$ cat src/rtl/pkt_pkg.sv
// Purpose: shared constants for the packet length and format control block
// Assumes: register index times four gives the Wishbone byte address
// Notes: checksum is a 16-bit CCITT style code, high byte on air first
package pkt_pkg;
  // ----------------------------------------------------------------------
  // register indices
  // ----------------------------------------------------------------------
  localparam logic [9:0] IDX_RX_START = 10'h125; // receive_buffer_start
  localparam logic [9:0] IDX_FORMAT = 10'h126; // packet_format_control
  localparam logic [9:0] IDX_LIMIT = 10'h127; // packet_size_limit
  localparam logic [9:0] IDX_IRQ_STATUS = 10'h140; // sticky events
  localparam logic [9:0] IDX_IRQ_MASK = 10'h141; // event enables
  localparam logic [9:0] IDX_RX_INFO = 10'h142; // last receive result
  // ----------------------------------------------------------------------
  // format control fields
  // ----------------------------------------------------------------------
  localparam int BIT_ORDER_POS = 7; // 1 msb first, 0 lsb first
  localparam int FIXED_SIZE_POS = 6; // fixed_size_select
  localparam int CHECKSUM_POS = 5; // checksum append and check
  localparam int MODE_LSB = 3; // transfer style, two bits
  localparam int BIAS_LSB = 0; // length bias, three bits
  localparam logic [1:0] MODE_PACKET = 2'h0; // packet buffer mode
  // ----------------------------------------------------------------------
  // interrupt status bits
  // ----------------------------------------------------------------------
  localparam int EV_TX_DONE = 0;
  localparam int EV_RX_DONE = 1;
  localparam int EV_CRC_BAD = 2;
  localparam int EV_PREAMBLE = 3;
  // ----------------------------------------------------------------------
  // reset values and constants
  // ----------------------------------------------------------------------
  localparam logic [7:0] FORMAT_RESET = 8'h00;
  localparam logic [7:0] LIMIT_RESET = 8'h00;
  localparam logic [7:0] RX_START_RESET = 8'h00;
  localparam logic [3:0] MASK_RESET = 4'h0;
  localparam logic [9:0] LENGTH_CORRECTION = 10'h004; // subtracted from sum
  localparam logic [8:0] CRC_BYTES = 9'h002; // checksum bytes on air
  localparam logic [15:0] CRC_INIT = 16'hffff;
  localparam logic [15:0] CRC_POLY = 16'h1021;

  // one byte through the checksum, msb of the byte first
  function automatic logic [15:0] crc_byte(input logic [15:0] crc,
                                           input logic [7:0] data);
    logic [15:0] c;
    c = crc ^ {data, 8'h00};
    for (int i = 0; i < 8; i++)
    begin
      c = c[15] ? ((c << 1) ^ CRC_POLY) : (c << 1);
    end
    return c;
  endfunction : crc_byte
endpackage : pkt_pkg

$ cat src/rtl/byte_serializer.sv
// Purpose: shifts one byte out as eight bits, one per clock
// Assumes: load only while busy is low
// Notes: the order is latched with the byte
`timescale 1ns/1ps
`default_nettype none
module byte_serializer (
  input wire logic clock,
  input wire logic rst,
  input wire logic load,
  input wire logic [7:0] data,
  input wire logic msb_first,
  output logic busy,
  output logic bit_out,
  output logic bit_valid
);
  // ----------------------------------------------------------------------
  // state
  // ----------------------------------------------------------------------
  typedef struct packed {
    logic [7:0] sh; // bits still to send
    logic [3:0] left; // bits remaining
    logic msb; // latched order
    logic out; // bit on the wire
    logic valid; // bit strobe
  } ser_t;
  ser_t s_q;
  ser_t s_d;

  // next state: load, then shift one bit each clock
  always_comb
  begin
    s_d = s_q;
    s_d.valid = 1'b0;
    if (s_q.left != 4'h0)
    begin
      // order chosen per byte
      s_d.out = s_q.msb ? s_q.sh[7] : s_q.sh[0];
      s_d.sh = s_q.msb ? {s_q.sh[6:0], 1'b0} : {1'b0, s_q.sh[7:1]};
      s_d.valid = 1'b1;
      s_d.left = s_q.left - 4'h1;
    end
    else if (load)
    begin
      s_d.sh = data;
      s_d.msb = msb_first;
      s_d.left = 4'h8;
    end
  end

  // register the state
  always_ff @(posedge clock)
  begin
    if (rst)
      s_q <= '0;
    else
      s_q <= s_d;
  end

  assign busy = (s_q.left != 4'h0);
  assign bit_out = s_q.out;
  assign bit_valid = s_q.valid;
endmodule : byte_serializer
`default_nettype wire

$ cat src/rtl/packet_length_format_control.sv
// Purpose: packet format control, length handling and air bit framing
// Assumes: classic Wishbone slave, 32-bit data, registers in low byte, receive info in bits 9:0
// Notes: one clock, synchronous active-high reset
//
// Operation
// - bit order bit picks msb or lsb first
// - fixed mode: limit register sets both lengths
// - variable receive: length from first byte
// - variable transmit: length from limit register
// - checksum on: append on send, check receive
// - checksum off: none appended, none checked
// - mode zero uses packet buffer path
// - serial mode streams bits, preamble raises pin
// - payload is length byte plus bias minus four
// - variable mode: limit caps stored byte count
// - fixed mode: limit is exact byte count
// - length excludes sync, checksum and bias
// - received bytes stored from buffer start address
`timescale 1ns/1ps
`default_nettype none
module packet_length_format_control (
  input wire logic clock,
  input wire logic rst,
  // wishbone slave
  input wire logic wb_cyc_i,
  input wire logic wb_stb_i,
  input wire logic wb_we_i,
  input wire logic [11:0] wb_adr_i,
  input wire logic [3:0] wb_sel_i,
  input wire logic [31:0] wb_dat_i,
  output logic [31:0] wb_dat_o,
  output logic wb_ack_o,
  output logic irq,
  // transmit byte source
  input wire logic tx_start,
  input wire logic [7:0] tx_data,
  input wire logic tx_data_valid,
  output logic tx_data_ready,
  // air side bits
  output logic air_tx_bit,
  output logic air_tx_valid,
  input wire logic air_rx_bit,
  input wire logic air_rx_valid,
  input wire logic rx_sync,
  input wire logic preamble_detect,
  // packet buffer write port
  output logic buf_wr_en,
  output logic [7:0] buf_wr_addr,
  output logic [7:0] buf_wr_data,
  // serial port
  input wire logic sport_tx_bit,
  input wire logic sport_tx_valid,
  output logic sport_rx_bit,
  output logic sport_rx_valid,
  output logic general_pin_four
);
  // ----------------------------------------------------------------------
  // state
  // ----------------------------------------------------------------------
  typedef enum logic [1:0] {T_IDLE, T_FETCH, T_DRAIN} tx_state_t;
  typedef enum logic [0:0] {R_IDLE, R_RECV} rx_state_t;

  typedef struct packed {
    logic [7:0] format; // packet_format_control
    logic [7:0] limit; // packet_size_limit
    logic [7:0] rx_start; // receive_buffer_start
    logic [3:0] irq_status; // sticky events
    logic [3:0] irq_mask; // event enables
    logic ack; // bus answer
    logic [31:0] rdata; // bus read data
    tx_state_t tx_st; // transmit sequencer
    logic [8:0] tx_cnt; // bytes handed out
    logic [15:0] tx_crc; // running transmit checksum
    logic ser_load; // load strobe to serializer
    logic [7:0] ser_byte; // byte to serializer
    rx_state_t rx_st; // receive sequencer
    logic [7:0] rx_sh; // byte assembly
    logic [2:0] rx_bits; // bits in assembly
    logic [8:0] rx_cnt; // bytes received
    logic [8:0] rx_target; // data bytes expected
    logic [8:0] rx_keep; // data bytes stored
    logic [15:0] rx_crc; // running receive checksum
    logic [7:0] rx_crc_hi; // first checksum byte seen
    logic [8:0] rx_len; // last computed payload length
    logic rx_crc_bad; // last checksum result
    logic wr_en; // buffer write strobe
    logic [7:0] wr_addr; // buffer write address
    logic [7:0] wr_data; // buffer write data
    logic air_bit; // bit to air
    logic air_valid; // bit strobe to air
    logic sp_bit; // bit to serial port
    logic sp_valid; // strobe to serial port
    logic gp4; // preamble pulse
  } state_t;

  state_t s_q;
  state_t s_d;

  // ----------------------------------------------------------------------
  // decodes
  // ----------------------------------------------------------------------
  // true when the word address matches a register index
  function automatic logic reg_hit(input logic [11:0] adr,
                                   input logic [9:0] idx);
    return adr[11:2] == idx;
  endfunction : reg_hit

  logic req; // new bus request this cycle
  logic wr_lane; // write that touches the register byte
  logic msb_first; // current order selection
  logic fixed_size; // fixed length mode
  logic checksum_on; // checksum enabled
  logic packet_mode; // packet buffer path selected
  logic [2:0] bias; // length bias field
  logic [8:0] tx_total; // bytes on air for a transmit
  logic ser_busy; // serializer still shifting
  logic ser_bit; // serializer bit
  logic ser_valid; // serializer strobe
  logic [7:0] rx_byte; // byte completed this cycle
  logic [9:0] len_sum; // length byte plus bias
  logic [8:0] payload; // computed payload length
  logic [3:0] events; // event pulses this cycle

  assign req = wb_cyc_i && wb_stb_i && !s_q.ack;
  assign wr_lane = req && wb_we_i && wb_sel_i[0];
  assign msb_first = s_q.format[pkt_pkg::BIT_ORDER_POS];
  assign fixed_size = s_q.format[pkt_pkg::FIXED_SIZE_POS];
  assign checksum_on = s_q.format[pkt_pkg::CHECKSUM_POS];
  // anything but the packet code is serial mode
  assign packet_mode =
    (s_q.format[pkt_pkg::MODE_LSB +: 2] == pkt_pkg::MODE_PACKET);
  assign bias = s_q.format[pkt_pkg::BIAS_LSB +: 3];
  // limit is the transmit length in both modes
  assign tx_total = {1'b0, s_q.limit} +
    (checksum_on ? pkt_pkg::CRC_BYTES : 9'h000);
  // byte assembly in the selected order
  assign rx_byte = msb_first ? {s_q.rx_sh[6:0], air_rx_bit} :
                               {air_rx_bit, s_q.rx_sh[7:1]};
  assign len_sum = {2'b00, rx_byte} + {7'h00, bias};
  // bias added, fixed correction removed, floored at zero
  assign payload = (len_sum < pkt_pkg::LENGTH_CORRECTION) ? 9'h000 :
    9'(len_sum - pkt_pkg::LENGTH_CORRECTION);
  assign tx_data_ready = (s_q.tx_st == T_FETCH) && !ser_busy &&
                         !s_q.ser_load && (s_q.tx_cnt < {1'b0, s_q.limit});

  // ----------------------------------------------------------------------
  // serializer
  // ----------------------------------------------------------------------
  byte_serializer u_ser (
    .clock(clock),
    .rst(rst),
    .load(s_q.ser_load),
    .data(s_q.ser_byte),
    .msb_first(msb_first),
    .busy(ser_busy),
    .bit_out(ser_bit),
    .bit_valid(ser_valid)
  );

  // ----------------------------------------------------------------------
  // next state
  // ----------------------------------------------------------------------
  always_comb
  begin
    s_d = s_q;
    events = 4'h0;
    s_d.ack = req;
    s_d.ser_load = 1'b0;
    s_d.wr_en = 1'b0;
    s_d.sp_valid = 1'b0;
    s_d.gp4 = 1'b0;

    // register writes
    if (wr_lane)
    begin
      if (reg_hit(wb_adr_i, pkt_pkg::IDX_FORMAT))
        s_d.format = wb_dat_i[7:0];
      if (reg_hit(wb_adr_i, pkt_pkg::IDX_LIMIT))
        s_d.limit = wb_dat_i[7:0];
      if (reg_hit(wb_adr_i, pkt_pkg::IDX_RX_START))
        s_d.rx_start = wb_dat_i[7:0];
      if (reg_hit(wb_adr_i, pkt_pkg::IDX_IRQ_MASK))
        s_d.irq_mask = wb_dat_i[3:0];
    end

    // register reads, unmapped reads zero
    s_d.rdata = 32'h0000_0000;
    if (req && !wb_we_i)
    begin
      if (reg_hit(wb_adr_i, pkt_pkg::IDX_FORMAT))
        s_d.rdata[7:0] = s_q.format;
      else if (reg_hit(wb_adr_i, pkt_pkg::IDX_LIMIT))
        s_d.rdata[7:0] = s_q.limit;
      else if (reg_hit(wb_adr_i, pkt_pkg::IDX_RX_START))
        s_d.rdata[7:0] = s_q.rx_start;
      else if (reg_hit(wb_adr_i, pkt_pkg::IDX_IRQ_MASK))
        s_d.rdata[3:0] = s_q.irq_mask;
      else if (reg_hit(wb_adr_i, pkt_pkg::IDX_RX_INFO))
        s_d.rdata[9:0] = {s_q.rx_crc_bad, s_q.rx_len};
      else if (reg_hit(wb_adr_i, pkt_pkg::IDX_IRQ_STATUS))
      begin
        s_d.rdata[3:0] = s_q.irq_status;
        // read clears; events below are ORed after this
        s_d.irq_status = 4'h0;
      end
    end

    // transmit sequencer, packet mode only
    case (s_q.tx_st)
      T_IDLE:
      begin
        if (tx_start && packet_mode)
        begin
          s_d.tx_st = T_FETCH;
          s_d.tx_cnt = 9'h000;
          s_d.tx_crc = pkt_pkg::CRC_INIT;
        end
      end
      T_FETCH:
      begin
        if (!ser_busy && !s_q.ser_load)
        begin
          if (s_q.tx_cnt < {1'b0, s_q.limit})
          begin
            if (tx_data_valid)
            begin
              s_d.ser_byte = tx_data;
              s_d.ser_load = 1'b1;
              s_d.tx_crc = pkt_pkg::crc_byte(s_q.tx_crc, tx_data);
              s_d.tx_cnt = s_q.tx_cnt + 9'h001;
            end
          end
          else if (s_q.tx_cnt < tx_total)
          begin
            // checksum, high byte first
            s_d.ser_byte = (s_q.tx_cnt == {1'b0, s_q.limit}) ?
                           s_q.tx_crc[15:8] : s_q.tx_crc[7:0];
            s_d.ser_load = 1'b1;
            s_d.tx_cnt = s_q.tx_cnt + 9'h001;
          end
          else
            s_d.tx_st = T_DRAIN;
        end
      end
      T_DRAIN:
      begin
        // last byte already left the serializer
        s_d.tx_st = T_IDLE;
        events[pkt_pkg::EV_TX_DONE] = 1'b1;
      end
      default:
        s_d.tx_st = T_IDLE;
    endcase

    // air output: serializer in packet mode, serial port otherwise
    s_d.air_bit = packet_mode ? ser_bit : sport_tx_bit;
    s_d.air_valid = packet_mode ? ser_valid : sport_tx_valid;

    // serial mode receive path and preamble signalling
    if (!packet_mode)
    begin
      s_d.sp_bit = air_rx_bit;
      s_d.sp_valid = air_rx_valid;
      if (preamble_detect)
      begin
        s_d.gp4 = 1'b1;
        events[pkt_pkg::EV_PREAMBLE] = 1'b1;
      end
    end

    // receive sequencer
    case (s_q.rx_st)
      R_IDLE:
      begin
        if (rx_sync && packet_mode)
        begin
          s_d.rx_st = R_RECV;
          s_d.rx_bits = 3'h0;
          s_d.rx_cnt = 9'h000;
          s_d.rx_crc = pkt_pkg::CRC_INIT;
          // fixed mode knows the count now
          s_d.rx_target = {1'b0, s_q.limit};
          s_d.rx_keep = {1'b0, s_q.limit};
        end
      end
      R_RECV:
      begin
        if (!packet_mode)
          s_d.rx_st = R_IDLE;
        else if (air_rx_valid)
        begin
          s_d.rx_sh = rx_byte;
          s_d.rx_bits = s_q.rx_bits + 3'h1;
          if (s_q.rx_bits == 3'h7)
          begin
            s_d.rx_cnt = s_q.rx_cnt + 9'h001;
            if (s_q.rx_cnt == 9'h000 && !fixed_size)
            begin
              // first byte is the length byte
              s_d.rx_target = payload;
              s_d.rx_len = payload;
              s_d.rx_keep = (payload > {1'b0, s_q.limit}) ?
                            {1'b0, s_q.limit} : payload;
            end
            else if (s_q.rx_cnt == 9'h000)
              s_d.rx_len = {1'b0, s_q.limit};
            if (s_q.rx_cnt < s_d.rx_target)
            begin
              s_d.rx_crc = pkt_pkg::crc_byte(s_q.rx_crc, rx_byte);
              if (s_q.rx_cnt < s_d.rx_keep)
              begin
                s_d.wr_en = 1'b1;
                s_d.wr_addr = 8'(s_q.rx_start + s_q.rx_cnt[7:0]);
                s_d.wr_data = rx_byte;
              end
            end
            else if (s_q.rx_cnt == s_d.rx_target)
              s_d.rx_crc_hi = rx_byte;
            // end of packet: data done, then checksum if enabled
            if (s_d.rx_cnt == s_d.rx_target && !checksum_on)
            begin
              s_d.rx_st = R_IDLE;
              s_d.rx_crc_bad = 1'b0;
              events[pkt_pkg::EV_RX_DONE] = 1'b1;
            end
            else if (s_d.rx_cnt == s_d.rx_target + pkt_pkg::CRC_BYTES)
            begin
              s_d.rx_st = R_IDLE;
              s_d.rx_crc_bad =
                ({s_q.rx_crc_hi, rx_byte} != s_q.rx_crc);
              events[pkt_pkg::EV_RX_DONE] = 1'b1;
              events[pkt_pkg::EV_CRC_BAD] = s_d.rx_crc_bad;
            end
          end
        end
      end
      default:
        s_d.rx_st = R_IDLE;
    endcase

    // set wins over the read clear
    s_d.irq_status = s_d.irq_status | events;
  end

  // ----------------------------------------------------------------------
  // register the state
  // ----------------------------------------------------------------------
  always_ff @(posedge clock)
  begin
    if (rst)
    begin
      s_q <= '0;
      s_q.format <= pkt_pkg::FORMAT_RESET;
      s_q.limit <= pkt_pkg::LIMIT_RESET;
      s_q.rx_start <= pkt_pkg::RX_START_RESET;
      s_q.irq_mask <= pkt_pkg::MASK_RESET;
      s_q.tx_st <= T_IDLE;
      s_q.rx_st <= R_IDLE;
    end
    else
      s_q <= s_d;
  end

  // ----------------------------------------------------------------------
  // outputs
  // ----------------------------------------------------------------------
  assign wb_ack_o = s_q.ack;
  assign wb_dat_o = s_q.rdata;
  assign irq = |(s_q.irq_status & s_q.irq_mask);
  assign air_tx_bit = s_q.air_bit;
  assign air_tx_valid = s_q.air_valid;
  assign buf_wr_en = s_q.wr_en;
  assign buf_wr_addr = s_q.wr_addr;
  assign buf_wr_data = s_q.wr_data;
  assign sport_rx_bit = s_q.sp_bit;
  assign sport_rx_valid = s_q.sp_valid;
  assign general_pin_four = s_q.gp4;
endmodule : packet_length_format_control
`default_nettype wire

$ cat config.mk
export PLATFORM = sky130hd
export DESIGN_NAME = packet_length_format_control
export DESIGN_NICKNAME = d
export VERILOG_FILES = /design/src/rtl/pkt_pkg.sv /design/src/rtl/byte_serializer.sv /design/src/rtl/packet_length_format_control.sv
export SDC_FILE = /design/constraint.sdc
export NUM_CORES = 1
export LEC_CHECK = 0
export ABC_CLOCK_PERIOD_IN_PS = 7900
export BUFFER_PORTS_ARGS = -buffer_cell sky130_fd_sc_hd__buf_2
export CAP_MARGIN = 0
export CORE_MARGIN = 2
export CORE_UTILIZATION = 40
export CTS_BUF_LIST = sky130_fd_sc_hd__clkbuf_4
export DETAILED_ROUTE_END_ITERATION = 7
export PLACE_DENSITY_LB_ADDON = 0.08
export SLEW_MARGIN = 20
export SYNTH_ARGS = -nofsm -noshare
export SYNTH_HDL_FRONTEND = slang
export SYNTH_SLANG_ARGS = --single-unit
$ cat constraint.sdc
create_clock -name clock -period 7.9 [get_ports clock]
set_input_delay 1.58 -clock clock [delete_from_list [all_inputs] [get_ports clock]]
set_output_delay 1.58 -clock clock [all_outputs]
set_load 0.02 [all_outputs]
After elaboration in Yosys (flattened, before gate mapping)
Index checks and enable logic that the tools add are counted.
Cells by class
  add/subtract/negate cells: 9
  order comparisons: 6
  equal/unequal tests: 28
  muxes and demuxes: 90
  bitwise logic cells: 30
  reduce and logical (&&, ||, !) cells: 51
Operators with widths (number)
  $mux W13: 17
  $pmux W46 S2: 1
  $mux W18: 5
  $mux W90: 1
  $mux W89: 1
  $mux W78: 1
  $mux W9: 8
  $mux W8: 8
  $eq A10 B9 Y1 const B: 6
  $pmux W25 S2: 1
  $not A3 Y3: 16
  $mux W46: 1
  $mux W4: 10
  $mux W36: 1
  $mux W17: 2
  $mux W34: 1
  $mux W16: 2
  $xor A16 B16 Y16: 2
  $eq A9 B9 Y1: 3
  $lt A9 B9 Y1: 3
  $mux W27: 1
  $reduce_and A5 Y1: 5
  $add A9 B1 Y9 const B: 2
  $mux W1: 16
  other kinds (42): 100
Word-level totals
  register bits after elaboration: 211
  input port bits: 69
  output and inout port bits: 57
  logic and storage cells: 251

Longest topological paths before layout
  depth in word-level cells: 23
  mapped depth: 34
  depth with buffers taken out: 31

Hierarchy
From an unflattened synthesis, not the netlist that was laid out.
Second synthesis, totals
  cell total of the unflattened synthesis: 1399
  area, all modules: 11803.8 sq um
By module, submodules not included
  packet_length_format_control: instances 1, cells an instance 1327, area each 11094.4 sq um, seq. area each 3483.3 sq um
  byte_serializer: instances 1, cells an instance 72, area each 709.4 sq um, seq. area each 300.3 sq um

Worst setup path before layout
No wires, ideal clock.
  path type: input port to flip-flop
  start: input port air_rx_bit
  end: register s_q, in the netlist buf_wr_data[7]
  data arrival time: 7.782 ns
  slack: -0.031 ns
  cell stages on the path: 32
  cells stage by stage: mux2i_1 inv_1 ha_1 fa_1 xor2_2 a2111oi_4 a22o_2 nand4_1 and2_1 ha_1 nor2b_1 o21a_1 o21a_1 o21a_1 o21a_1 o21ai_0 a21oi_1 nor2_1 mux2i_1 a21o_1 ha_1 a21o_1 a21o_1 a21oi_1 o21ai_0 maj3_1 inv_1 nand3_1 a2111o_1 clkbuf_1 nand2_1 a211oi_1
Between the ends
  longest elaborated chain between the ends: 13
  elaborated cells between the ends (all ways): 15
RTL lines
  start, declared: line packet_length_format_control.sv:42  | input wire logic air_rx_bit,
  $mux W8 *: line packet_length_format_control.sv:137  | assign rx_byte = msb_first ? {s_q.rx_sh[6:0], air_rx_bit} :
  via rx_byte[0]: line packet_length_format_control.sv:119  | logic [7:0] rx_byte;
  $add A8 B3 Y9 *: line packet_length_format_control.sv:139  | assign len_sum = {2'b00, rx_byte} + {7'h00, bias};
  $sub A9 B3 Y9 or $lt A9 B3 Y1 (tied branches): line packet_length_format_control.sv:142, packet_length_format_control.sv:141
  $mux W9 *: line packet_length_format_control.sv:141  | assign payload = (len_sum < pkt_pkg::LENGTH_CORRECTION) ? 9'h000 :
  $gt A9 B8 Y1: line packet_length_format_control.sv:302  | s_d.rx_keep = (payload > {1'b0, s_q.limit}) ?
  $mux W9: line packet_length_format_control.sv:302
  $mux W18 *: line packet_length_format_control.sv:297  | if (s_q.rx_cnt == 9'h000 && !fixed_size)
  $mux W18 *: line packet_length_format_control.sv:294  | if (s_q.rx_bits == 3'h7)
  $mux W18 *: line packet_length_format_control.sv:290  | else if (air_rx_valid)
  $mux W18 *: line packet_length_format_control.sv:288  | if (!packet_mode)
  $mux W18 *: line packet_length_format_control.sv:272  | case (s_q.rx_st)
  $lt A9 B9 Y1: line packet_length_format_control.sv:310  | if (s_q.rx_cnt < s_d.rx_keep)
  $reduce_and A6 Y1 (no line) *
  end, declared: line packet_length_format_control.sv:96  | state_t s_q;
The timed path passes the listed nets; every way through them passes the cells marked *. The select of a mux whose other input is x is not followed.
A chain may end at the register's enable or synchronous reset.

Worst setup path after layout
  start: input port air_rx_bit
  end: register s_q, in the netlist buf_wr_addr[1]
The elaborated chain is that of the path after synthesis.

==> results.cfg <==
[timing]
hold_slack_ps = 471.0
setup_viol = 0
tightest_slew_ps = 1105
clock_skew_ps = 32.87
rsz0062_at_grt = false
fin_crit_ps = 7332
fmax_mhz = 136.4
maxSlewHeadroom = 0.2577
finalMaxSlewViolations = 0
hold_viol_final = 0
finalCritPeriodShare = 0.9281

[power]
finalPower_mw = 2.257
pwr-share-comb = 0.282
p_sw_uw = 816.3
internal_power_mw = 1.440
p_sw_frac = 0.3617
p_seq_frac = 0.474
cellPowerDensity_nw_per_um2 = 177.9
peakVddDrop_v = 0.0001048
p_leak_nw = 5.148
clockPowerShare = 0.244

[drt]
wl_mm = 33.85
ant_nets = 0
wl_per_cell_um = 18.72
viasPerCell = 5.511
drc = 0
vias = 9964
drt_iter0_markers = 783
dr.pass1.iters = 5

[finish]
finalNonFillerCells = 1808
final_nets = 1540
mostFrequentLayoutCell = dfxtp_1
mostFrequentLayoutCells = dfxtp_1 (189), nor2_1 (155), a21oi_1 (96)
area_delta_synth_final_pct = 8.717
final_layout_size_suffix_gt1_frac = 0.1413

[placement]
globalplace.congestion = 0.8550
io_buffers = 74
placed_cells = 1775
dp.final_hpwl_mm = 24.68

[clock_tree]
cts-resized-gates = 0
root_buffer = clkbuf_4
ctsHoldBuffers = 0
clk_pin_slew_ps = 180
clock-sinks = 189
h-tree-depth = 4
cts_buffers = 17
postCtsSetupBuffers = 0
clkLatencyLatePin_ps = 640
cts_tree = yes
clockBufferDepth = 2

[yosys]
synth_top_area_frac = 0.3243
synth.distinct_cells = 86
yosysTopAreaCell = dfxtp_1
synthTopCellsByArea = dfxtp_1 (32%), ha_1 (6.3%), mux2i_1 (5.3%)
syn-mean-instance-area_um2 = 8.511
synth_top_flop_cell = dfxtp_1
synth_area_um2 = 11670
synth_cells = 1371
synth_seq_cells = 189
yosysSeqAreaShare = 0.3243
synth_edf_count = 0
synth-async-reset-ratio = 0
ys_warn_count = 0

[outcome]
status = complete, no violations

[setup_path]
crit_type = in -> reg
cp-end-kind = register
arrival_ps = 7880
cp_slowest_cell = fa_1
crit_family = compound AO/OA/AOI/OAI gates
crit_required_ps = 8450
crit_top_cell = o21a_1
critPathBufInv = 5
max_stage_delay_ps = 430
critical_path.max_fanout = 8
start_kind = input port

[floorplanning]
fp.dieH_um = 174.8
fp.coreArea_um2 = 28700
die_area_um2 = 30550
die_w_um = 174.8
num_rows = 62
initial_core_util = 0.4065
io_pins = 126

[global_route]
overflow = 0
grt_pass1_wl_mm = 53.32
grt_start_max_net_pins = 90
grt_use_total = 0.2228
grt_pass1_vias = 9435
antenna_found_initial = 1

[run]
drv_cap = 0

[hold_path]
hold_class = reg -> reg
[power by group through the flow]
stage               Sequential [mW]  Combinational [mW]  Clock (mW)
global placement               1.09               0.624           0
floorplan                      1.07               0.482           0
detailed placement             1.09               0.628           0
CTS                            1.07               0.632       0.577
global route                   1.08               0.708       0.612
finish                         1.07               0.637       0.550
[path summary, 6_finish.rpt]
check / start / to / slack (ps) / cells past startpoint
hold / removal: u_ser.bit_out / air_tx_bit / 470 / 2
setup / recovery: air_rx_bit / buf_wr_addr[1] / 570 / 34
hold reg to reg: u_ser.bit_out / air_tx_bit / 470 / 2
setup reg to reg: msb_first / buf_wr_addr[1] / 1000 / 32
[synthesized netlist by cell type, drive strengths merged, types with 3 or more instances]
library cell  number
clkbuf            66
a211oi            61
nor3b              4
a22oi             26
mux2i             66
o211ai             3
or2               10
o311a              5
dfxtp            189
o21a              23
inv               33
mux2              13
buf               58
xor2              43
o21ai             48
o31ai              8
nor2b             14
nand3             41
nand3b             6
o22a               4
a21oi             97
nor4b              5
and2              13
nor4              12
a221oi            13
nor2             159
a31oi             11
or4                8
xnor2             59
ha                59
nand4             10
nand2b             5
a2bb2oi            3
nand2             52
a21o              18
and3              18
a2111oi            4
nor3              61
a211o              4
or3                9
[metrics by stage]
step	worst slack, ps	util	area (µm²)	setup TNS [ps]
after global routing	134.8	0.4420	12690	0
after detailed placement	1.391	0.4313	12380	0
after floorplan	49.55	-	11750	0
after CTS	655.0	0.4411	12660	0
final	568.3	0.4420	12690	0
after global placement	-6.067	0.4309	12370	-32.61
[area by class of cell]
| type | instances | area (µm²) |
|---|---|---|
| multi-input combinational | 1046 | 7236 |
| antenna | 1 | 2.502 |
| timing repair buffer | 123 | 778.2 |
| fill | 2941 | 16020 |
| clock buffer | 17 | 127.6 |
| inverter | 33 | 123.9 |
| sequential | 189 | 3784 |
| clock inverter | 15 | 153.9 |
| tap | 384 | 480.5 |
[kinds of logic after synthesis]
group | share of synthesized area
mux | 0.07302
other cells | 0.0003214
fa+ha+maj | 0.06755
simple gates | 0.1804
flops | 0.3243
compound gates | 0.2072
buf+inv | 0.06787
xor+xnor | 0.07946
[layer usage]
metal | GRT usage | wire length [µm]
met1 | 0.3170 | 16740
met2 | 0.3564 | 15440
met3 | 0.03372 | 1353
met4 | 0.04861 | 318
met5 | 0 | 0
[worst min-delay path, cell delays in order, from the launching register on]
cell and delay (ps):
dfxtp_1 350, nand2_1 50, a21oi_1 50
[state kept, by name, summed over array words and instances (netlist names), 3 cells and up]
signal	cells
s_q	135
u_ser.s_q	13
buf_wr_data	8
wb_dat_o	10
buf_wr_addr	8
bias	3
Power figures use the tool's default switching activity.
